### src/rtl/ebi_map.svh
// Constants of the external bus port: timing counts, the beat address step and reset levels.
// Assumes inclusion by bare name from the port module.
`ifndef EBI_MAP_SVH
`define EBI_MAP_SVH
`define EBI_ACK_TIMEOUT_COUNT 1022
`define EBI_BCLK_HALF_PERIOD 4
`define EBI_FIRST_ACCESS_WAIT 4'h6
`define EBI_BEAT_ADDR_STEP 25'h0000004
`define EBI_PFS_RESET 2'h0
`define EBI_CS_IDLE 6'h3f
`define EBI_STROBE_IDLE 4'hf
`endif

### src/rtl/ebi_pkg.sv
// Types shared by the external bus port modules.
// Assumes the map header supplies every numeric constant.
package ebi_pkg;
   typedef enum logic [2:0] {ST_IDLE, ST_ACCESS, ST_LATCH, ST_BEAT, ST_END} bus_state_t;

   typedef struct packed {
      logic write;
      logic [24:0] addr;
      logic [31:0] wdata;
      logic [3:0] byte_en;
      logic [2:0] cs;
      logic burst;
      logic [3:0] beats;
   } req_t;

   typedef struct packed {
      logic valid;
      logic [31:0] rdata;
      logic bus_error;
   } rsp_t;

   typedef struct packed {
      logic [24:0] addr;
      logic [31:0] dout;
      logic doe;
      logic [3:0] byte_strobe_n;
      logic oe_n;
      logic rw;
      logic [5:0] cs_n;
      logic burst_clk;
      logic burst_address_latch_n;
   } pins_t;

   typedef struct packed {
      bus_state_t st;
      req_t req;
      pins_t pins;
      rsp_t rsp;
      logic ready;
      logic ack_mode;
      logic [9:0] wait_cnt;
      logic [2:0] div_cnt;
      logic [3:0] first_cnt;
      logic [3:0] beats_left;
      logic restart_prev;
      logic [1:0] pin_function_select_register;
      logic [5:0] cs_pin_n;
   } port_state_t;
endpackage : ebi_pkg

### src/rtl/pin_sync.sv
// Three-stage synchroniser for active-low pins from outside the clock domain.
// Assumes the pins idle high; a change counts once the second and third stages agree.
`timescale 1ns/10ps
module pin_sync #(
   parameter int W = 2
) (
   input wire logic ref_clk,
   input wire logic rst_n,
   input wire logic [W-1:0] pin_in,
   output logic [W-1:0] level
);
   typedef struct packed {
      logic [W-1:0] s1;
      logic [W-1:0] s2;
      logic [W-1:0] s3;
      logic [W-1:0] lvl;
   } sync_state_t;

   sync_state_t r;
   sync_state_t n;

   initial begin
      if (W < 1) $error("pin_sync needs at least one bit");
   end

   always_comb begin
      n.s1 = pin_in;
      n.s2 = r.s1;
      n.s3 = r.s2;
      n.lvl = r.lvl;
      for (int i = 0; i < W; i++) begin
         if (r.s2[i] == r.s3[i]) begin
            n.lvl[i] = r.s3[i];
         end
      end
      if (!rst_n) begin
         n = '1;
      end
   end

   always_ff @(posedge ref_clk) begin
      r <= n;
   end

   assign level = r.lvl;
endmodule : pin_sync

### src/rtl/external_bus_chip_select_port.sv
// External memory bus port: single accesses, burst reads, chip selects and pin sharing.
// Assumes one request at a time from the internal side and asynchronous acknowledge and restart pins.
`timescale 1ns/10ps
`include "ebi_map.svh"
module external_bus_chip_select_port #(
   parameter int ACK_TIMEOUT = `EBI_ACK_TIMEOUT_COUNT,
   parameter int BCLK_HALF = `EBI_BCLK_HALF_PERIOD
) (
   input wire logic ref_clk,
   input wire logic rst_n,
   input wire logic req_valid,
   input wire ebi_pkg::req_t req,
   output logic req_ready,
   output ebi_pkg::rsp_t rsp,
   input wire logic [5:0] cs_use_ack,
   input wire logic [23:0] cs_wait_states,
   input wire logic [1:0] pin_function_select_in,
   input wire logic [1:0] sdram_chip_select_n,
   output logic [24:0] addr,
   output logic [31:0] data_out,
   output logic data_oe,
   input wire logic [31:0] data_in,
   output logic [3:0] byte_strobe_n,
   output logic oe_n,
   output logic rw,
   output logic [5:0] cs_n,
   output logic burst_clk,
   output logic burst_address_latch_n,
   input wire logic burst_restart_request_n,
   input wire logic external_data_acknowledge_n
);
   ebi_pkg::port_state_t r;
   ebi_pkg::port_state_t n;
   logic [1:0] sync_lvl;
   logic ack_lvl_n;
   logic restart_lvl_n;
   logic bclk_rise;

   initial begin
      if (ACK_TIMEOUT < 2 || ACK_TIMEOUT > 1023) $error("ACK_TIMEOUT must be 2 to 1023");
      if (BCLK_HALF < 1 || BCLK_HALF > 8) $error("BCLK_HALF must be 1 to 8");
   end

   // Strobe 0 carries the most significant lane, so the enable order is reversed.
   function automatic logic [3:0] lane_strobes_n(input logic [3:0] byte_en);
      return ~{byte_en[0], byte_en[1], byte_en[2], byte_en[3]};
   endfunction : lane_strobes_n

   function automatic logic [5:0] cs_onehot_n(input logic [2:0] cs);
      logic [5:0] v;
      v = `EBI_CS_IDLE;
      if (cs < 3'h6) v[cs] = 1'b0;
      return v;
   endfunction : cs_onehot_n

   // Selects 6 and 7 drive no pin, so they end at once instead of reading past the table.
   function automatic logic [3:0] wait_limit(input logic [2:0] cs, input logic [23:0] waits);
      return (cs < 3'h6) ? waits[4*cs +: 4] : 4'h0;
   endfunction : wait_limit

   pin_sync #(.W(2)) u_sync (
      .ref_clk(ref_clk),
      .rst_n(rst_n),
      .pin_in({burst_restart_request_n, external_data_acknowledge_n}),
      .level(sync_lvl)
   );
   assign ack_lvl_n = sync_lvl[0];
   assign restart_lvl_n = sync_lvl[1];

   always_comb begin
      n = r;
      bclk_rise = 1'b0;
      n.rsp.valid = 1'b0;
      n.rsp.bus_error = 1'b0;
      n.restart_prev = restart_lvl_n;
      n.pin_function_select_register = pin_function_select_in;
      if (r.st == ebi_pkg::ST_LATCH || r.st == ebi_pkg::ST_BEAT) begin
         if (r.div_cnt == 3'(BCLK_HALF - 1)) begin
            n.div_cnt = 3'h0;
            n.pins.burst_clk = ~r.pins.burst_clk;
            bclk_rise = ~r.pins.burst_clk;
         end else begin
            n.div_cnt = r.div_cnt + 3'h1;
         end
      end else begin
         n.div_cnt = 3'h0;
         n.pins.burst_clk = 1'b0;
      end
      case (r.st)
         ebi_pkg::ST_IDLE: begin
            n.ready = 1'b1;
            if (req_valid && r.ready) begin
               n.req = req;
               n.ready = 1'b0;
               n.wait_cnt = 10'h000;
               n.ack_mode = (req.cs < 3'h6) ? cs_use_ack[req.cs] : 1'b0;
               n.pins.addr = req.addr;
               n.pins.cs_n = cs_onehot_n(req.cs);
               n.pins.byte_strobe_n = lane_strobes_n(req.byte_en);
               if (req.burst) begin
                  // Bursts are reads only, so write data is never driven here.
                  n.st = ebi_pkg::ST_LATCH;
                  n.pins.rw = 1'b1;
                  n.pins.oe_n = 1'b0;
                  n.pins.burst_address_latch_n = 1'b0;
                  n.first_cnt = `EBI_FIRST_ACCESS_WAIT;
                  n.beats_left = (req.beats == 4'h0) ? 4'h1 : req.beats;
               end else begin
                  n.st = ebi_pkg::ST_ACCESS;
                  n.pins.rw = ~req.write;
                  n.pins.oe_n = req.write;
                  n.pins.doe = req.write;
                  n.pins.dout = req.wdata;
               end
            end
         end
         ebi_pkg::ST_ACCESS: begin
            if (r.ack_mode) begin
               if (!ack_lvl_n) begin
                  n.st = ebi_pkg::ST_END;
               end else if (r.wait_cnt == 10'(ACK_TIMEOUT - 1)) begin
                  n.st = ebi_pkg::ST_END;
                  n.rsp.bus_error = 1'b1;
               end else begin
                  n.wait_cnt = r.wait_cnt + 10'h001;
               end
            end else if (r.wait_cnt[3:0] == wait_limit(r.req.cs, cs_wait_states)) begin
               n.st = ebi_pkg::ST_END;
            end else begin
               n.wait_cnt = r.wait_cnt + 10'h001;
            end
            if (n.st == ebi_pkg::ST_END) begin
               n.rsp.valid = 1'b1;
               n.rsp.rdata = r.req.write ? 32'h00000000 : data_in;
            end
         end
         ebi_pkg::ST_LATCH: begin
            if (bclk_rise) begin
               n.pins.burst_address_latch_n = 1'b1;
               if (r.first_cnt <= 4'h1) begin
                  n.st = ebi_pkg::ST_BEAT;
               end else begin
                  n.first_cnt = r.first_cnt - 4'h1;
               end
            end
         end
         ebi_pkg::ST_BEAT: begin
            if (!restart_lvl_n && r.restart_prev) begin
               // Restart from the next unread address with the long first access.
               n.st = ebi_pkg::ST_LATCH;
               n.pins.burst_address_latch_n = 1'b0;
               n.first_cnt = `EBI_FIRST_ACCESS_WAIT;
            end else if (bclk_rise) begin
               n.rsp.valid = 1'b1;
               n.rsp.rdata = data_in;
               n.pins.addr = r.pins.addr + `EBI_BEAT_ADDR_STEP;
               n.beats_left = r.beats_left - 4'h1;
               if (r.beats_left == 4'h1) begin
                  n.st = ebi_pkg::ST_END;
               end
            end
         end
         ebi_pkg::ST_END: begin
            // A synchronised acknowledge still low belongs to this cycle and would end the next one early.
            if (!r.ack_mode || ack_lvl_n) begin
               n.st = ebi_pkg::ST_IDLE;
            end
         end
         default: begin
            n.st = ebi_pkg::ST_IDLE;
         end
      endcase
      if (n.st == ebi_pkg::ST_END) begin
         n.pins.cs_n = `EBI_CS_IDLE;
         n.pins.byte_strobe_n = `EBI_STROBE_IDLE;
         n.pins.oe_n = 1'b1;
         n.pins.doe = 1'b0;
         n.pins.rw = 1'b1;
         n.pins.burst_address_latch_n = 1'b1;
         n.pins.burst_clk = 1'b0;
      end
      n.cs_pin_n = n.pins.cs_n;
      // Shared pins follow the select bits; zero hands the pin to the SDRAM controller.
      if (!r.pin_function_select_register[0]) n.cs_pin_n[2] = sdram_chip_select_n[0];
      if (!r.pin_function_select_register[1]) n.cs_pin_n[3] = sdram_chip_select_n[1];
      if (!rst_n) begin
         n = '0;
         n.st = ebi_pkg::ST_IDLE;
         n.pins.cs_n = `EBI_CS_IDLE;
         n.cs_pin_n = `EBI_CS_IDLE;
         n.pins.byte_strobe_n = `EBI_STROBE_IDLE;
         n.pins.oe_n = 1'b1;
         n.pins.rw = 1'b1;
         n.pins.burst_address_latch_n = 1'b1;
         n.restart_prev = 1'b1;
         n.pin_function_select_register = `EBI_PFS_RESET;
      end
   end

   always_ff @(posedge ref_clk) begin
      r <= n;
   end

   assign req_ready = r.ready;
   assign rsp = r.rsp;
   assign addr = r.pins.addr;
   assign data_out = r.pins.dout;
   assign data_oe = r.pins.doe;
   assign byte_strobe_n = r.pins.byte_strobe_n;
   assign oe_n = r.pins.oe_n;
   assign rw = r.pins.rw;
   assign cs_n = r.cs_pin_n;
   assign burst_clk = r.pins.burst_clk;
   assign burst_address_latch_n = r.pins.burst_address_latch_n;
endmodule : external_bus_chip_select_port

### config.mk
export PLATFORM = sky130hd
export DESIGN_NAME = external_bus_chip_select_port
export DESIGN_NICKNAME = d
export VERILOG_FILES = /design/src/rtl/ebi_pkg.sv /design/src/rtl/pin_sync.sv /design/src/rtl/external_bus_chip_select_port.sv
export VERILOG_INCLUDE_DIRS = /design/src /design/src/rtl
export SDC_FILE = /design/constraint.sdc
export NUM_CORES = 1
export LEC_CHECK = 0
export ABC_AREA = 1
export CORE_MARGIN = 4
export CORE_UTILIZATION = 50
export CTS_CLUSTER_DIAMETER = 120
export DETAILED_ROUTE_END_ITERATION = 16
export DONT_BUFFER_PORTS = 1
export GPL_TIMING_DRIVEN = 0
export PLACE_DENSITY = 0.61
export SYNTH_ARGS = -nofsm -noshare
export SYNTH_HDL_FRONTEND = slang
export SYNTH_HIERARCHICAL = 1
export SYNTH_SLANG_ARGS = --single-unit
export TNS_END_PERCENT = 100
### constraint.sdc
create_clock -name ref_clk -period 3.45 [get_ports ref_clk]
set_input_delay 0.5175 -clock ref_clk [delete_from_list [all_inputs] [get_ports ref_clk]]
set_output_delay 0.5175 -clock ref_clk [all_outputs]
set_load 0.005 [all_outputs]
---- After elaboration in Yosys (flattened, before gate mapping) ----
Cells that the tools add are included.
Widths: inputs -> output; s select.
cells by class
  reductions and logical operators ........ 25
  shifts and indexed selects .............. 1
  equality and inequality tests ........... 23
  bitwise operators ....................... 7
  $lt $le $gt $ge ......................... 5
  muxes and demuxes ....................... 61
  $add $sub $neg .......................... 5
operator list
  cell                   number
  $mux 143               1
  $mux 33                4
  $pmux 33 s2            1
  $mux 25                2
  $pmux 25 s2            1
  $mux 10                4
  $mux 3                 11
  $mux 32                1
  $mux 4                 7
  $add 25x3->25 const B  1
  $mux 8                 3
  $shiftx 24x6->4        1
  $pmux 10 s2            1
  $pmux 3 s5             1
  $reduce_and 5->1       3
  $mux 1                 14
  $ne 2x2->1 const B     7
  $mux 12                1
  $mux 6                 2
  $pmux 4 s3             1
  $reduce_and 4->1       3
  $add 10x1->10 const B  1
  $eq 10x10->1 const B   1
  $eq 3x2->1 const B     3
  34 further kinds       52
storage, ports and cells
  bits of input ports ..................... 141
  register bits ........................... 219

---- Longest topological paths before layout ----
  depth in word-level cells ............... 11
  gate-level depth with buffers ........... 18

---- Modules after synthesis ----
The synthesis kept the hierarchy.
modules (own cells, without submodules)
  module                         area each (µm²)  cells an instance  sequential area each (µm²)  instances
  external_bus_chip_select_port  7704.9           1140               2822.7                      1
  pin_sync                       289.0            37                 160.2                       1

---- Least setup slack after synthesis ----
OpenSTA, ideal clock, no wires.
  kind .................................... register -> register
  start ................................... register r[17] (netlist bit)
  end ..................................... register r, in the netlist oe_n
  slack ................................... 1.539 ns
  path buffers ............................ 1
  cell stages (with the launch flop) ...... 12
  arrival time ............................ 1.790 ns
  cells stage by stage .................... dfxtp_1 > ha_1 > ha_1 > inv_1 > nor2_1 > nand3_1 > a21oi_1 > a41oi_1 > nand2_1 > nor2_1 > buf_4 > nand3_1
on the way
  cells in the longest elaborated chain, start to end .. 8
  elaborated cells between the ends (all ways) .. 9
  those cells by class .................... eq/ne (2); mux (6); reduce/logical (1)
RTL lines
  item                         RTL line                              source
  start: declaration           external_bus_chip_select_port.sv:32   ebi_pkg::port_state_t r;
  start signal: assignment     external_bus_chip_select_port.sv:201  r <= n;
  $eq 3x2->1 *                 external_bus_chip_select_port.sv:78   if (r.div_cnt == 3'(BCLK_HALF - 1)) begin
  $mux 1 *                     external_bus_chip_select_port.sv:78
  $mux 1 *                     external_bus_chip_select_port.sv:77   if (r.st == ebi_pkg::ST_LATCH || r.st == ebi_pkg::ST_BEAT) begin
  $mux 3                       external_bus_chip_select_port.sv:153  end else if (bclk_rise) begin
  $mux 3                       external_bus_chip_select_port.sv:148  if (!restart_lvl_n && r.restart_prev) begin
  $pmux 3 s5 *                 external_bus_chip_select_port.sv:89   case (r.st)
  $eq 3x3->1 *                 external_bus_chip_select_port.sv:173  if (n.st == ebi_pkg::ST_END) begin
  $reduce_or 2->1 (no line) *  --
Every way passes the cells marked *; elsewhere a longest branch is shown, timed or not.
A chain may end at the register's enable or synchronous reset.

---- Worst setup path in the final report ----
  start ................................... register r[17] (netlist bit)
  end ..................................... register r[73] (netlist bit)
on the way
  cells in the longest elaborated chain, start to end .. 8
  elaborated cells between the ends (all ways) .. 9
  those cells by class .................... eq/ne (2); mux (7)
RTL lines
  item          RTL line
  $eq 3x2->1 *  external_bus_chip_select_port.sv:78
  $mux 1 *      external_bus_chip_select_port.sv:78
  $mux 1 *      external_bus_chip_select_port.sv:77
  $mux 3        external_bus_chip_select_port.sv:153
  $mux 3        external_bus_chip_select_port.sv:148
  $pmux 3 s5 *  external_bus_chip_select_port.sv:89
  $eq 3x3->1 *  external_bus_chip_select_port.sv:173
  $mux 8 *      external_bus_chip_select_port.sv:173
Marked as above.

==> results.md <==
* Final Hold Fails at 0
* CTS Hold Bufs at 0
* GPL Wtd Cong at 0.8379
* Site row count at 45
* Sequential share of power at 0.443
* Commonest non-fill, non-tap cell in the layout: nand2_1
* Critical Path Fanout Max at 10
* Worst Setup End Kind: flop
* Synth warn at 6
* # diodes at 0
* Routed wire per std cell at 14.84 µm
* Die width at 134.4 µm
* CP Data Arrival Time at 2.67 ns
* # IOs at 248
* Syn Nets at 1327
* Critical Path, Cell by Cell: ha_1 > ha_1 > inv_1 > nor2_1 > nand3_1 > a21oi_1 > a41oi_1 > nand2_1 > nor2_1 > buf_4 > nand3_1
* Async SR Flop Fraction at 0
* Final setup vio count at 0
* Clock power share at 0.440
* Root Driver: clkbuf_16
* Sw Share at 0.2689
* DR pass1 iterations at 5
* Synth top area cells: dfxtp_1, nand2_1, buf_4, nor2_1, inv_1
* Setup bufs post-CTS at 0
* Starting Density at 0.5182
* Power density over the cells at 479.8 nW/µm²
* Sequential cell area fraction in the yosys report at 0.3731
* Main synth FF type: dfxtp_1
* Critical path class: reg -> reg
* Initial antenna violation count at 0
* Worst r2r dst: r[73]
* DRC Markers at 0
* Largest net degree at the start of global routing at 17
* Post-Syn Area at 7994 µm²
* Worst-path clk slew at 0.06 ns
* FF+latch area at 2983 µm²
* Tot GR Track Use at 0.2295
* Vias at 7072
* Worst-Skew Late Latency at 0.42 ns
* Clk buf depth at 2
* Share of cells above drive strength 1 at 0.1390
* Worst Setup Start Kind: flop
* Commonest non-fill, non-tap cells in the layout: nand2_1, nor2_1, dfxtp_1
* Slowest cell on crit path: a41oi_1
* Final-layout worst hold slack at 0.1782 ns
* Final setup TNS at 0 ns
* Final number of max-transition violations at 0
* Status: complete, no violations
* Clk sinks at 149
* Grt ovf at 0
* Crit path to: r[73]
* P_int at 3.105 mW
* Yosys top cell area share at 0.3731
* Htree depth at 4
* Slew @ Worst Pin at 0.6965 ns
* Vias in the first global route at 6710
* Via/cell ratio at 4.980
* Reg2Reg Depth at 11
* Max Cap Violations at 0
* Final period util at 0.6872
* Maximum clock rate at 421.8 MHz
* Synth unique cells at 40
* Filler cell count at 1633
* Inserted Clock Buffers at 17
* Port bufs at 0
* Initial DRC Count at 370
* Post-synthesis cell count at 1177
* Slowest cell delay on critical path at 0.50 ns
* RSZ-0062 raised after global routing: false
* Core area at 15430 µm²
* Die height at 134.4 µm
* Mapped Avg Cell Area at 6.792 µm²
* Req. time, crit path at 3.75 ns
* Min-Delay Path Class: in -> reg
* Relative max-transition margin at 0.5356
* CTS tree: done
* LEAKAGE at 4.037 nW
* R2R Path Start: r[17]
* Max VDD drop at 0.3844 mV
* Wirelength, routed at 21070 µm
* Multi-input gate area at 3460 µm²
* Crit. Startpoint: r[17]
* Net switching power at 1.142 mW
* Post-layout min period at 2.371 ns
* First-pass GRT wire length at 33600 µm
* Flop-to-flop setup slack at 1.08 ns
* Worst clock skew at 0.008910 ns
* Post-CTS resize count at 0
* Post-synth EDFFs at 0
* Synth area leader: dfxtp_1
* Flops & latches, synth at 149
* Part of the power in combinational logic at 0.117
* Layout area overhead at 10.72%
* Die area at 18080 µm²
* Routed Antenna Nets at 0
* Final net count at 1346
* Detailed placement HPWL at 15640 µm
-- synth_stat cells, types with 3 or more instances --
master    instances
nand2_1         216
nor2_1          178
dfxtp_1         149
inv_1           135
buf_4           106
o21ai_0          88
a21oi_1          75
nand3_1          54
clkbuf_1         36
a31oi_1          25
nor3_1           16
nand4_1          11
ha_1              9
xor2_1            8
buf_2             7
xnor2_1           7
a221oi_1          6
nor4_1            6
buf_6             5
nand2_2           5
inv_2             4
nor2_2            3
o211ai_1          3
-- kinds of logic (layout without fill, tap and decap cells) --
logic type	count (synthesis)	after routing	share of synthesized area
multiplexers	1	1	0.001252
AO/OA/AOI/OAI	209	209	0.1431
flip-flops	149	149	0.3731
XOR/XNOR	15	15	0.01643
AND/OR/NAND/NOR	499	499	0.2579
buffers and inverters	295	327	0.1941
adder cells (fa/ha/maj)	9	9	0.01409
-- through the flow --
stage            util  instances  total power [mW]  area (µm²)  worst slack (ns)
6_report       0.5737       1420             4.247        8851             1.079
3_5_place_dp   0.5353       1388             2.418        8258             1.078
2_1_floorplan       -       1177             2.299        7994             1.539
4_1_cts        0.5737       1420             4.287        8851             1.071
3_3_place_gp   0.5353       1388             2.413        8258             1.109
5_1_grt        0.5737       1420             4.441        8851            0.7924
-- power by group through the flow --
stage	clock [mW]	combinational, mW	sequential, mW
global route	1.98	0.568	1.89
CTS	1.90	0.504	1.88
global placement	0	0.497	1.92
floorplan	0	0.402	1.90
detailed placement	0	0.501	1.92
finish	1.87	0.498	1.88
-- registers in the layout (all words and copies together), names as in the netlist --
| signal | count |
|---|---|
| data_oe | 1 |
| req_ready | 1 |
| u_sync/r | 6 |
| byte_strobe_n | 4 |
| addr | 25 |
| rw | 1 |
| burst_clk | 1 |
| r | 38 |
| u_sync/level | 2 |
| cs_n | 2 |
| rsp | 34 |
| data_out | 32 |
| burst_address_latch_n | 1 |
| oe_n | 1 |
-- routing by layer --
metal  wire, µm  share of wire  GRT usage
met5          0              0          0
met4        256          0.012    0.05882
met3       1606          0.076    0.07127
met2       9833           0.47     0.3735
met1       9378           0.45     0.2973
-- worst min-delay path by stage --
stage	from	to	slack [ns]	cells after the start
final	external_data_acknowledge_n	u_sync/r[6]	0.18	2
after global routing	external_data_acknowledge_n	u_sync/r[6]	0.19	2
after CTS	external_data_acknowledge_n	u_sync/r[6]	0.16	2
after detailed placement	u_sync/r[7]	u_sync/r[5]	0.39	2
after global placement	u_sync/r[6]	u_sync/r[4]	0.38	2
after floorplan	u_sync/r[6]	u_sync/r[4]	0.38	2
-- area by class of cell --
cell class	instances	area share
flip-flops and latches	149	0.3370
clock buffers	18	0.04849
multi-input cells	733	0.3909
clock inverters	14	0.01852
plain buffers	155	0.1159
inverters	140	0.05937
well taps	211	0.02983
-- critical path, delay by kind of cell, from the launching register on --
family,cells,cell delay [ns]
DFF,1,0.31
AOI/OAI and AO/OA,2,0.60
buffers and inverters,2,0.31
adders and majority gates,2,0.36
and+or+nand+nor,5,0.67
Note: power is estimated with default switching activity, not from simulation.
